`src/logic/timer_pkg.sv`:
```
// Contract
// - counter readable only: low byte bits 7..0, high register bits 1..0, rest zero
// - compare-A read/write in low/high registers, reset zero, unused bits zero
// - mode field: 00 compare, 10 pwm, 11 timer/counter
// - compare, clear-select low: clear on P match or overflow, both flags
// - compare, clear-select high: clear on A match, only A flag
// - compare-A zero: counter overflows at 3FF, no A flag
// - compare mode: after enable rising, pin changes only on A match flag
// - A match drives pin high, low, toggles, or no change by pin-function; with invert set the code's toggle leaves the pin unchanged and no-change toggles it
// - compare mode: enable rising loads pin with output-control level
// - timer/counter mode counts like compare mode, pin untouched
// - pwm ignores clear-select; swap bit picks period and duty register
// - pwm raises A flag on A match, P flag on P match
// - pwm: output-control active level, pin-function forces, invert bit
// - swap zero: period 128 times code, code zero 1024, duty compare-A
// - duty at or above period gives full duty
// - swap one: period compare-A, duty period code times 128
// - pwm counting and flags continue while pin forced by 00 or 01
// - enable rising clears counter; falling stops and retains value
// - period code compares with counter bits 9..7 only
// - pause holds counter, resumes from held value
`default_nettype none
package timer_pkg;
	// register byte addresses
	localparam logic [7:0] addr_counter_low  = 8'h00;
	localparam logic [7:0] addr_counter_high = 8'h04;
	localparam logic [7:0] addr_compare_low  = 8'h08;
	localparam logic [7:0] addr_compare_high = 8'h0C;
	localparam logic [7:0] addr_control_zero = 8'h10;
	localparam logic [7:0] addr_control_one  = 8'h14;
	localparam logic [7:0] addr_flags        = 8'h18;
	// control zero fields
	localparam int bit_pause     = 7;
	localparam int bit_enable    = 3;
	localparam int bit_period_hi = 2;
	// control one fields
	localparam int bit_mode_hi   = 7;
	localparam int bit_pin_hi    = 5;
	localparam int bit_out_ctrl  = 3;
	localparam int bit_invert    = 2;
	localparam int bit_swap      = 1;
	localparam int bit_clear_sel = 0;
	// flag register: write one to clear
	localparam int bit_flag_a    = 0;
	localparam int bit_flag_p    = 1;
	// counter geometry
	localparam int count_width   = 10;
	localparam int period_shift  = 7;
	localparam logic [9:0] count_max = 10'h3FF;
	// modes
	localparam logic [1:0] mode_compare = 2'h0;
	localparam logic [1:0] mode_pwm     = 2'h2;
	localparam logic [1:0] mode_timer   = 2'h3;
	// pin functions
	localparam logic [1:0] pin_none_or_inactive = 2'h0;
	localparam logic [1:0] pin_low_or_active    = 2'h1;
	localparam logic [1:0] pin_high_or_pwm      = 2'h2;
	localparam logic [1:0] pin_toggle           = 2'h3;
	localparam logic [7:0] byte_zero = 8'h00;
endpackage : timer_pkg
`default_nettype wire

```
`src/logic/timer_match.sv`:
```
`default_nettype none
// --------------------------------------------
// comparators A and P against the counter
// --------------------------------------------
module timer_match (
	input  wire logic [9:0] count,
	input  wire logic [9:0] compare_a,
	input  wire logic [2:0] period_code,
	output logic            match_a,
	output logic            match_p,
	output logic            overflow,
	output logic [10:0]     period_clocks
);
	// period code compares with the top three counter bits only
	assign match_p  = (count[9:7] == period_code) && (period_code != 3'h0);
	assign match_a  = (count == compare_a) && (compare_a != 10'h000);
	assign overflow = (count == timer_pkg::count_max);
	// code zero means 1024 clocks
	assign period_clocks = (period_code == 3'h0) ? 11'h400
		: {1'b0, period_code, 7'h00};
endmodule : timer_match
`default_nettype wire

```
`src/logic/timer_pwm_out.sv`:
```
`default_nettype none
// --------------------------------------------
// pwm waveform shaping
// --------------------------------------------
module timer_pwm_out (
	input  wire logic [9:0]  count,
	input  wire logic [10:0] duty,
	input  wire logic [10:0] period,
	input  wire logic [1:0]  pin_function,
	input  wire logic        active_high,
	output logic             level
);
	logic in_duty;
	logic active;
	// duty at or above period keeps the output active all period
	assign in_duty = ({1'b0, count} < duty) || (duty >= period);
	assign active  = (pin_function == timer_pkg::pin_low_or_active) ? 1'b1
		: (pin_function == timer_pkg::pin_none_or_inactive) ? 1'b0 : in_duty;
	assign level   = active ? active_high : ~active_high;
endmodule : timer_pwm_out
`default_nettype wire

```
`src/logic/standard_timer.sv`:
```
// Decided for this implementation: the register offsets and register access over APB.
`default_nettype none
module standard_timer (
	input  wire logic        pclk,
	input  wire logic        presetn,
	input  wire logic        clk_en,
	input  wire logic        psel,
	input  wire logic        penable,
	input  wire logic        pwrite,
	input  wire logic [7:0]  paddr,
	input  wire logic [31:0] pwdata,
	output logic      [31:0] prdata,
	output logic             pready,
	output logic             pslverr,
	output logic             timer_out,
	output logic             timer_out_en,
	output logic             a_match_flag,
	output logic             p_match_flag
);
	// --------------------------------------------
	// state
	// --------------------------------------------
	typedef enum logic [2:0] {
		st_idle   = 3'b001,
		st_access = 3'b010,
		st_done   = 3'b100
	} bus_state_type;

	bus_state_type bus_state;
	bus_state_type next_bus_state;
	logic [9:0]  count;
	logic [9:0]  compare_a;
	logic [7:0]  control_zero;
	logic [7:0]  timer_control_one;
	logic        enable_prev;
	logic [9:0]  next_count;
	logic        next_out;
	logic [31:0] read_mux;

	// --------------------------------------------
	// field decode
	// --------------------------------------------
	logic       counter_enable;
	logic       counter_pause;
	logic [2:0] period_value;
	logic [1:0] mode_select;
	logic [1:0] pin_function;
	logic       output_control;
	logic       output_invert;
	logic       duty_period_swap;
	logic       clear_select;
	assign counter_enable   = control_zero[timer_pkg::bit_enable];
	assign counter_pause    = control_zero[timer_pkg::bit_pause];
	assign period_value     = control_zero[timer_pkg::bit_period_hi -: 3];
	assign mode_select      = timer_control_one[timer_pkg::bit_mode_hi -: 2];
	assign pin_function     = timer_control_one[timer_pkg::bit_pin_hi -: 2];
	assign output_control   = timer_control_one[timer_pkg::bit_out_ctrl];
	assign output_invert    = timer_control_one[timer_pkg::bit_invert];
	assign duty_period_swap = timer_control_one[timer_pkg::bit_swap];
	assign clear_select     = timer_control_one[timer_pkg::bit_clear_sel];

	logic is_compare;
	logic is_pwm;
	logic is_timer;
	assign is_compare = (mode_select == timer_pkg::mode_compare);
	assign is_pwm     = (mode_select == timer_pkg::mode_pwm);
	assign is_timer   = (mode_select == timer_pkg::mode_timer);

	// --------------------------------------------
	// comparators
	// --------------------------------------------
	logic        match_a;
	logic        match_p;
	logic        overflow;
	logic [10:0] period_clocks;
	timer_match u_match (
		.count         (count),
		.compare_a     (compare_a),
		.period_code   (period_value),
		.match_a       (match_a),
		.match_p       (match_p),
		.overflow      (overflow),
		.period_clocks (period_clocks)
	);

	// --------------------------------------------
	// counting and clearing
	// --------------------------------------------
	logic enable_rise;
	logic running;
	logic cm_like;
	logic clear_now;
	logic set_a;
	logic set_p;
	logic pwm_wrap;
	assign enable_rise = counter_enable && !enable_prev;
	assign running     = counter_enable && !counter_pause && !enable_rise;
	assign cm_like     = is_compare || is_timer;
	// pwm: wrap one clock before period end so the period is exactly the register value
	assign pwm_wrap    = duty_period_swap
		? ({1'b0, count} == {1'b0, compare_a} - 11'h001)
		: ({1'b0, count} == period_clocks - 11'h001);
	// the period comparator flags at the wrap, since the counter never reaches the period value
	logic pwm_a_hit;
	logic pwm_p_hit;
	assign pwm_a_hit = duty_period_swap ? pwm_wrap : match_a;
	assign pwm_p_hit = duty_period_swap ? match_p : pwm_wrap;
	assign clear_now = cm_like ? (clear_select ? match_a
		: (match_p || (period_value == 3'h0 && overflow)))
		: (is_pwm && pwm_wrap);
	// compare-A zero never matches so the counter rolls past 3FF
	assign set_a = running && (cm_like ? match_a : (is_pwm && pwm_a_hit));
	assign set_p = running && (cm_like ? (match_p && !clear_select) : (is_pwm && pwm_p_hit));
	assign next_count = enable_rise ? 10'h000
		: !running ? count
		: clear_now ? 10'h000 : count + 10'h001;

	// --------------------------------------------
	// pwm waveform
	// --------------------------------------------
	logic [10:0] duty_clocks;
	logic        pwm_level;
	assign duty_clocks = duty_period_swap ? period_clocks : {1'b0, compare_a};
	timer_pwm_out u_pwm (
		.count        (count),
		.duty         (duty_clocks),
		.period       (duty_period_swap ? {1'b0, compare_a} : period_clocks),
		.pin_function (pin_function),
		.active_high  (output_control),
		.level        (pwm_level)
	);

	// compare mode pin action on an A match
	logic cm_pin;
	assign cm_pin = (pin_function == timer_pkg::pin_low_or_active) ? 1'b0
		: (pin_function == timer_pkg::pin_high_or_pwm) ? 1'b1
		: (pin_function == timer_pkg::pin_toggle) ? ~timer_out : timer_out;
	// the pin in compare mode holds the raw level; invert applies at the pin
	logic raw_out;
	assign next_out = (is_compare && enable_rise) ? output_control
		: (is_compare && set_a) ? cm_pin
		: raw_out;

	// --------------------------------------------
	// apb decode
	// --------------------------------------------
	logic wr_access;
	logic rd_sel_ok;
	assign wr_access = psel && penable && pwrite && (bus_state == st_access);
	assign rd_sel_ok = (paddr == timer_pkg::addr_counter_low) || (paddr == timer_pkg::addr_counter_high)
		|| (paddr == timer_pkg::addr_compare_low) || (paddr == timer_pkg::addr_compare_high)
		|| (paddr == timer_pkg::addr_control_zero) || (paddr == timer_pkg::addr_control_one)
		|| (paddr == timer_pkg::addr_flags);
	assign read_mux =
		(paddr == timer_pkg::addr_counter_low)  ? {24'h0000_00, count[7:0]} :
		(paddr == timer_pkg::addr_counter_high) ? {30'h0000_0000, count[9:8]} :
		(paddr == timer_pkg::addr_compare_low)  ? {24'h0000_00, compare_a[7:0]} :
		(paddr == timer_pkg::addr_compare_high) ? {30'h0000_0000, compare_a[9:8]} :
		(paddr == timer_pkg::addr_control_zero) ? {24'h0000_00, control_zero} :
		(paddr == timer_pkg::addr_control_one)  ? {24'h0000_00, timer_control_one} :
		(paddr == timer_pkg::addr_flags)        ? {30'h0000_0000, p_match_flag, a_match_flag} :
		32'h0000_0000;

	// one wait state: setup, access, done
	always_comb begin
		case (bus_state)
			st_idle:   next_bus_state = (psel && !penable) ? st_access : st_idle;
			st_access: next_bus_state = st_done;
			st_done:   next_bus_state = st_idle;
			default:   next_bus_state = st_idle;
		endcase
	end

	// --------------------------------------------
	// bus and registers
	// --------------------------------------------
	logic clr_a;
	logic clr_p;
	assign clr_a = wr_access && (paddr == timer_pkg::addr_flags) && pwdata[timer_pkg::bit_flag_a];
	assign clr_p = wr_access && (paddr == timer_pkg::addr_flags) && pwdata[timer_pkg::bit_flag_p];

	always_ff @(posedge pclk or negedge presetn) begin
		if (!presetn) begin
			bus_state <= st_idle;
			prdata    <= 32'h0000_0000;
			pready    <= 1'b0;
			pslverr   <= 1'b0;
		end else if (clk_en) begin
			bus_state <= next_bus_state;
			pready    <= (bus_state == st_access);
			pslverr   <= (bus_state == st_access) && !rd_sel_ok;
			prdata    <= (bus_state == st_access && !pwrite) ? read_mux : 32'h0000_0000;
		end
	end

	// software-written registers
	always_ff @(posedge pclk or negedge presetn) begin
		if (!presetn) begin
			compare_a         <= 10'h000;
			control_zero      <= timer_pkg::byte_zero;
			timer_control_one <= timer_pkg::byte_zero;
		end else if (clk_en && wr_access) begin
			if (paddr == timer_pkg::addr_compare_low)
				compare_a[7:0] <= pwdata[7:0];
			if (paddr == timer_pkg::addr_compare_high)
				compare_a[9:8] <= pwdata[1:0];
			if (paddr == timer_pkg::addr_control_zero)
				control_zero <= pwdata[7:0];
			if (paddr == timer_pkg::addr_control_one)
				timer_control_one <= pwdata[7:0];
		end
	end

	// counter, flags and pin; a set on the same edge as a clear wins
	always_ff @(posedge pclk or negedge presetn) begin
		if (!presetn) begin
			count        <= 10'h000;
			enable_prev  <= 1'b0;
			a_match_flag <= 1'b0;
			p_match_flag <= 1'b0;
			raw_out      <= 1'b0;
		end else if (clk_en) begin
			count        <= next_count;
			enable_prev  <= counter_enable;
			a_match_flag <= set_a | (a_match_flag & ~clr_a);
			p_match_flag <= set_p | (p_match_flag & ~clr_p);
			raw_out      <= next_out;
		end
	end

	// pin register; the pin is released in timer/counter mode
	always_ff @(posedge pclk or negedge presetn) begin
		if (!presetn) begin
			timer_out    <= 1'b0;
			timer_out_en <= 1'b1;
		end else if (clk_en) begin
			timer_out    <= (is_pwm ? pwm_level : next_out) ^ output_invert;
			timer_out_en <= is_timer || !(is_compare || is_pwm);
		end
	end
endmodule : standard_timer
`default_nettype wire

```
`config.mk`:
```
export PLATFORM = sky130hd
export DESIGN_NAME = standard_timer
export DESIGN_NICKNAME = d
export VERILOG_FILES = /design/src/logic/timer_pkg.sv /design/src/logic/timer_match.sv /design/src/logic/timer_pwm_out.sv /design/src/logic/standard_timer.sv
export SDC_FILE = /design/constraint.sdc
export NUM_CORES = 1
export LEC_CHECK = 0
export BUFFER_PORTS_ARGS = -buffer_cell sky130_fd_sc_hd__buf_2
export CORE_UTILIZATION = 45
export CTS_CLUSTER_DIAMETER = 100
export DETAILED_ROUTE_END_ITERATION = 7
export PLACE_DENSITY = 0.73
export SLEW_MARGIN = 20
export SYNTH_ARGS = -nofsm -noshare
export SYNTH_HDL_FRONTEND = slang
export SYNTH_HIERARCHICAL = 1
export SYNTH_SLANG_ARGS = --single-unit
```
`constraint.sdc`:
```
create_clock -name pclk -period 7.1 [get_ports pclk]
set_clock_uncertainty 0.2 [all_clocks]
set_input_delay 1.065 -clock pclk [delete_from_list [all_inputs] [get_ports pclk]]
set_output_delay 1.065 -clock pclk [all_outputs]
set_load 0.01 [all_outputs]
```
[After elaboration in Yosys (flattened, before gate mapping)]
Cells that the tools add are included.
Operators by class
  $add $sub $neg: 3
  $lt $le $gt $ge: 2
  mux-type cells: 32
  eq/ne operators: 18
  bitwise gates (word level): 9
  reductions and logical operators: 55
Operator list (count)
  2-to-1 mux 8 bit: 7
  2-to-1 mux 11 bit: 3
  2-to-1 mux 10 bit: 3
  equality test 8 x 5 -> 1 bit, second input constant: 3
  logical AND 1 bit: 24
  equality test 10 x 11 -> 1 bit: 2
  equality test 8 x 4 -> 1 bit, second input constant: 2
  2-to-1 mux 1 bit: 16
  >= comparator 11 bit: 1
  logical OR 1 bit: 11
  < comparator 10 x 11 -> 1 bit: 1
  subtractor 10 x 1 -> 11 bit, second input constant: 1
  subtractor 11 x 1 -> 11 bit, second input constant: 1
  adder 10 x 1 -> 10 bit, second input constant: 1
  equality test 10 bit: 1
  equality test 10 bit, second input constant: 1
  AND reduction 2 bit: 5
  nonzero test 10 bit: 1
  equality test 2 bit, second input constant: 4
  equality test 8 x 3 -> 1 bit, second input constant: 1
  logical NOT 1 bit: 8
  logical NOT 8 bit: 1
  one-hot mux 3 bit (2 select lines): 1
  logical NOT 2 bit: 2
  other kinds (12): 18
Word-level totals
  logic and storage cells: 134
  register bits after elaboration: 79
  bits of input ports: 46
  output and inout port bits: 38

[Longest topological paths before layout]
  depth after elaboration: 14
  depth in mapped cells: 17

[Hierarchy]
Netlist, hierarchy kept.
By module, submodules not included
  standard_timer: cells an instance 382, area each 3713.6 um2, instances 1, seq. area each 1378.8 um2
  timer_pwm_out: cells an instance 79, area each 549.3 um2, instances 1, seq. area each 0.0 um2
  timer_match: cells an instance 39, area each 272.8 um2, instances 1, seq. area each 0.0 um2

[Least setup slack after synthesis]
Ideal clock, no wire load.
  kind: reg2reg
  start point: register timer_control_one[1]
  end point: register timer_out
  data arrival time: 3318 ps
  setup slack: 3447 ps
  buffers on the path: 4
  library setup time: 134 ps
  data required time: 6766 ps
  clock period less this slack: 3653 ps
  cell stages (with the launch flop): 16
  cells stage by stage: dfrtp_1 buf_2 buf_2 buf_1 clkbuf_1 mux2_2 ha_1 nand4_1 nor3_1 a221oi_1 a21oi_1 o211ai_2 nand4b_1 o31ai_1 a21oi_1 o211ai_2
Between the ends
  elaborated cells on any way between the ends: 18
  classes of those cells: 2 x order compare; 11 x mux; 1 x bitwise; 4 x reduce/logical
RTL lines
  from (decl): RTL line standard_timer.sv:34  | logic [7:0] timer_control_one;
  from (signal assigned): RTL line standard_timer.sv:201  | timer_control_one <= timer_pkg::byte_zero;
  from (signal assigned): RTL line standard_timer.sv:210  | timer_control_one <= pwdata[7:0];
  2-to-1 mux 11 bit (*): RTL line standard_timer.sv:123  | assign duty_clocks = duty_period_swap ? period_clocks : {1'b0, compare_a};
  named net duty_clocks[9]: RTL line standard_timer.sv:121  | logic [10:0] duty_clocks;
  < comparator 10 x 11 -> 1 bit or >= comparator 11 bit (tied branches): RTL line timer_pwm_out.sv:16  | assign in_duty = ({1'b0, count} < duty) || (duty >= period);
  logical OR 1 bit (*): RTL line timer_pwm_out.sv:16
  2-to-1 mux 1 bit (*): RTL line timer_pwm_out.sv:18  | : (pin_function == timer_pkg::pin_none_or_inactive) ? 1'b0 : in_duty;
  2-to-1 mux 1 bit (*): RTL line timer_pwm_out.sv:17  | assign active = (pin_function == timer_pkg::pin_low_or_active) ? 1'b1
  2-to-1 mux 1 bit (*): RTL line timer_pwm_out.sv:19  | assign level = active ? active_high : ~active_high;
  named net pwm_level: RTL line standard_timer.sv:122  | logic pwm_level;
  2-to-1 mux 1 bit (*): RTL line standard_timer.sv:237  | timer_out <= (is_pwm ? pwm_level : next_out) ^ output_invert;
  XOR 1 bit (*): RTL line standard_timer.sv:237
  to (signal assigned): RTL line standard_timer.sv:237
  to (decl): RTL line standard_timer.sv:15  | output logic timer_out,
The timed path passes the listed nets; every way through them passes the cells marked *.
A chain may end at the register's enable or synchronous reset.

[Worst setup path in the final report]
  start point: register timer_control_one[1]
  end point: register count[2]
Between the ends
  cells in the longest elaborated chain, start to end: 6
RTL lines
  2-to-1 mux 1 bit: RTL line standard_timer.sv:101  | ? ({1'b0, count} == {1'b0, compare_a} - 11'h001)
  logical AND 1 bit: RTL line standard_timer.sv:110  | : (is_pwm && pwm_wrap);
  2-to-1 mux 1 bit: RTL line standard_timer.sv:108  | assign clear_now = cm_like ? (clear_select ? match_a
  2-to-1 mux 10 bit: RTL line standard_timer.sv:116  | : clear_now ? 10'h000 : count + 10'h001;
  2-to-1 mux 10 bit: RTL line standard_timer.sv:115  | : !running ? count
  2-to-1 mux 10 bit: RTL line standard_timer.sv:114  | assign next_count = enable_rise ? 10'h000
  to (signal assigned): RTL line standard_timer.sv:223  | count <= next_count;
  to (decl): RTL line standard_timer.sv:31  | logic [9:0] count;
No other way between the ends. The select of a mux whose other input is x is not followed.

==> results.md <==
- VDD IR max: 0.0947 mV
- Reg2Reg Setup Slack: 3.32 ns
- CP arrival: ~3.8 ns
- Chip width: around 100 um
- Count of pins over their slew limit: 0
- Vias per inst: 5.74
- Total GRT Usage: 22.0%
- Crit path time final: approximately 3.8 ns
- Cell area power density: 122 nW/um2
- Number of vias in the routed layout: 3756
- # resized after CTS: 0
- Top_reg_cell synth: dfrtp_1
- Routed len/inst: 16.6 um
- DRC: 0
- Mapped Area: 4540 um2
- H-tree lvl count: 2
- Post-Syn Area per Cell: 9.07 um2
- Crit-path max FO: 43
- Area growth, synth to finish: 5.49%
- Cell Count, Final, Fillers Out: 654
- Die footprint: 10500 um2
- Clock sink count: 55
- Most frequent cell after synthesis: dfrtp_1
- Row count: 36
- Core footprint: 9770 um2
- Pin count of the biggest net entering global routing: between 50 and 60
- Maximum clock frequency: 0.265 GHz
- Synth Area in XOR/XNOR: 5.13%
- Synth top cells by count: dfrtp_1, mux2_2, inv_1
- Synth cell types: 63
- Initial antenna violation count: 1
- Hold crit path type: flop to flop
- Leakage: between 2 and 2.5 nW
- Terminus of the critical flop-to-flop path: count[2]$_DFFE_PN0P_
- Max-cap violations: 0
- Gpl congestion: 0.898
- Port Buffers: 35
- Post-synthesis simple-gate area fraction: roughly 17%
- Final setup fails: 0
- DIE HEIGHT: 102 um
- CP Buf/Inv Count: 1
- Worst Path Required: 7.11 ns
- Vias in the first global route: 3583
- Clk_lat worst skew: 0.33 ns
- Cell family with most CP delay: compound AO/OA/AOI/OAI gates
- Worst slew pin tran: 0.715 ns
- Crit Path Category: flop to flop
- Final Cell Area: roughly 4800 um2
- Launching point of the worst reg2reg path: timer_control_one[1]$_DFFE_PN0P_
- Asr flop ratio synth: 100%
- Clk buf depth: 2
- Endpoint, Worst Hold: prdata[3]$_DFFE_PN0P_
- Fin nets: 591
- CP max stage delay: just over 0.6 ns
- Clock Pin Slew Worst Setup and Hold Paths: 0.12 ns
- Synth top area share: 29.2%
- DRT iter0 DRCs: 207
- Final wirelength: roughly 11000 um
- Area leader, netlist: dfrtp_1
- Post-Place Cell Area: 4680 um2
- Post-CTS Setup Inserts: 0
- Compound-Gate Fraction of Synth Area: 14.2%
- Share of cells above drive strength 1: about a fifth
- Min-delay src: prdata[3]$_DFFE_PN0P_
- Io pins: 84
- Register area share after synthesis: between 30% and 40%
- Max-slew headroom: 51.9%
- Root Driver: clkbuf_8
- Hold depth: 1
- Crit start category: flop
- Initial Utilization: 46.4%
- Post-route ant nets: 0
- Status: completed
- Slowest CP cell: a222oi_1
- Sum Neg Setup Slack: 0 ns
- R2r worst-path depth: 9
- Synth Area in Adders: around 7%
- Filler cells: 924
- Remaining Overflow, GRT: 0
- # hold bufs at CTS: 0
- Number of enable flip-flop cells after synthesis: 0
- Post-DP HPWL: 8210 um
- Multiplexer share of the synthesized area: 15.8%
- TritonCTS clock tree: done
- Cells after synthesis: 500
- Top cells by area, synth: dfrtp_1, mux2_2, ha_1
- Unrepaired setup endpoints after global routing: false
- Fin crit share: a little over half
- Inserted Clock Buffers: 5
- Ys Warns: 6
- Critical path cell sequence: buf_4 > or3b_1 > a222oi_1 > a21o_1 > nand4b_1 > nor4_1 > a31oi_2 > a31oi_1 > o22ai_1
- DP Cell Count: 646
- Largest family of logic cells by synthesized area: simple AND/OR/NAND/NOR gates
- TritonRoute pass-1 iters: 5
- Worst Setup End Kind: flop
- First-pass GRT wire length: 17600 um
- Synth Register Bits: 55
- Antenna diodes: 0
- Fin. Hold Viols: 0
per-layer routing:
layer	track usage, %	routed length, um	part of all wire, %
met1	28.7	4720	43
met2	35.9	5110	47
met3	3.83	611	5.6
met4	9.34	401	3.7
met5	0	13	0.12
sequential cells by signal, indices dropped and copies added, names as in the netlist:
| register | count |
|---|---|
| control_zero | 8 |
| p_match_flag | 1 |
| compare_a | 10 |
| enable_prev | 1 |
| prdata | 8 |
| pready | 1 |
| timer_control_one | 8 |
| timer_out | 1 |
| bus_state | 3 |
| a_match_flag | 1 |
| pslverr | 1 |
| raw_out | 1 |
| count | 10 |
| timer_out_en | 1 |
layout by cell type (no fill, tap or decap), types with 9 or more instances in the layout:
cell type,count
ha_1,25
a31oi_1,10
mux2i_1,20
o2bb2ai_1,9
nor3_1,12
o21ai_0,18
nand2_1,34
inv_1,39
buf_2,35
nor2_1,18
conb_1,31
xnor2_1,17
dfrtp_1,53
mux2_2,42
nand3_1,20
nand4_1,13
a21oi_1,16
how the worst max path moves through the flow:
stage	from	end	slack (ns)	cells past startpoint
floorplan	timer_control_one[1]$_DFFE_PN0P_	timer_out$_DFFE_PN0P_	3.45	15
global placement	clk_en	control_zero[4]$_DFFE_PN0P_	3.55	6
detailed placement	timer_control_one[1]$_DFFE_PN0P_	count[2]$_DFFE_PN0P_	3.44	9
CTS	timer_control_one[1]$_DFFE_PN0P_	count[2]$_DFFE_PN0P_	3.42	9
global route	timer_control_one[1]$_DFFE_PN0P_	count[4]$_DFFE_PN0P_	3.10	9
finish	timer_control_one[1]$_DFFE_PN0P_	count[2]$_DFFE_PN0P_	3.32	9
area by class of cell:
class / count / area (um2) / share of cell area [%]
Multi-Input combinational cell: 381 / 2800 / 58.4
Clock inverter: 3 / 31.3 / 0.654
Clock buffer: 5 / 68.8 / 1.44
Inverter: 39 / 146 / 3.06
Timing Repair Buffer: 38 / 198 / 4.13
Tap cell: 133 / 166 / 3.48
Sequential cell: 55 / 1380 / 28.8
stage by stage:
stage                     power [mW]  util [%]  hold WS, ns  setup WS (ns)
after floorplan                0.382         -        0.278           3.45
after global placement         0.392      47.9        0.269           3.55
after detailed placement       0.394      47.9        0.268           3.44
after CTS                      0.586      49.0        0.303           3.42
after global routing           0.608      49.0        0.324           3.10
final                          0.584      49.0        0.301           3.32
power breakdown:
group	switching [mW]	internal [mW]
Combinational	0.0420	0.0225
Clock	0.119	0.0760
Sequential	0.00507	0.319
Total	0.166	0.417
kinds of logic (layout without fill, tap and decap cells):
family,count (synthesis),after routing
buffers and inverters,93,85
AND/OR/NAND/NOR,143,143
flip-flops,55,55
AO/OA/AOI/OAI,93,93
other,2,31
XOR/XNOR,25,25
multiplexers,64,64
adder cells (fa/ha/maj),25,25
(Power assumes the default switching activity.)
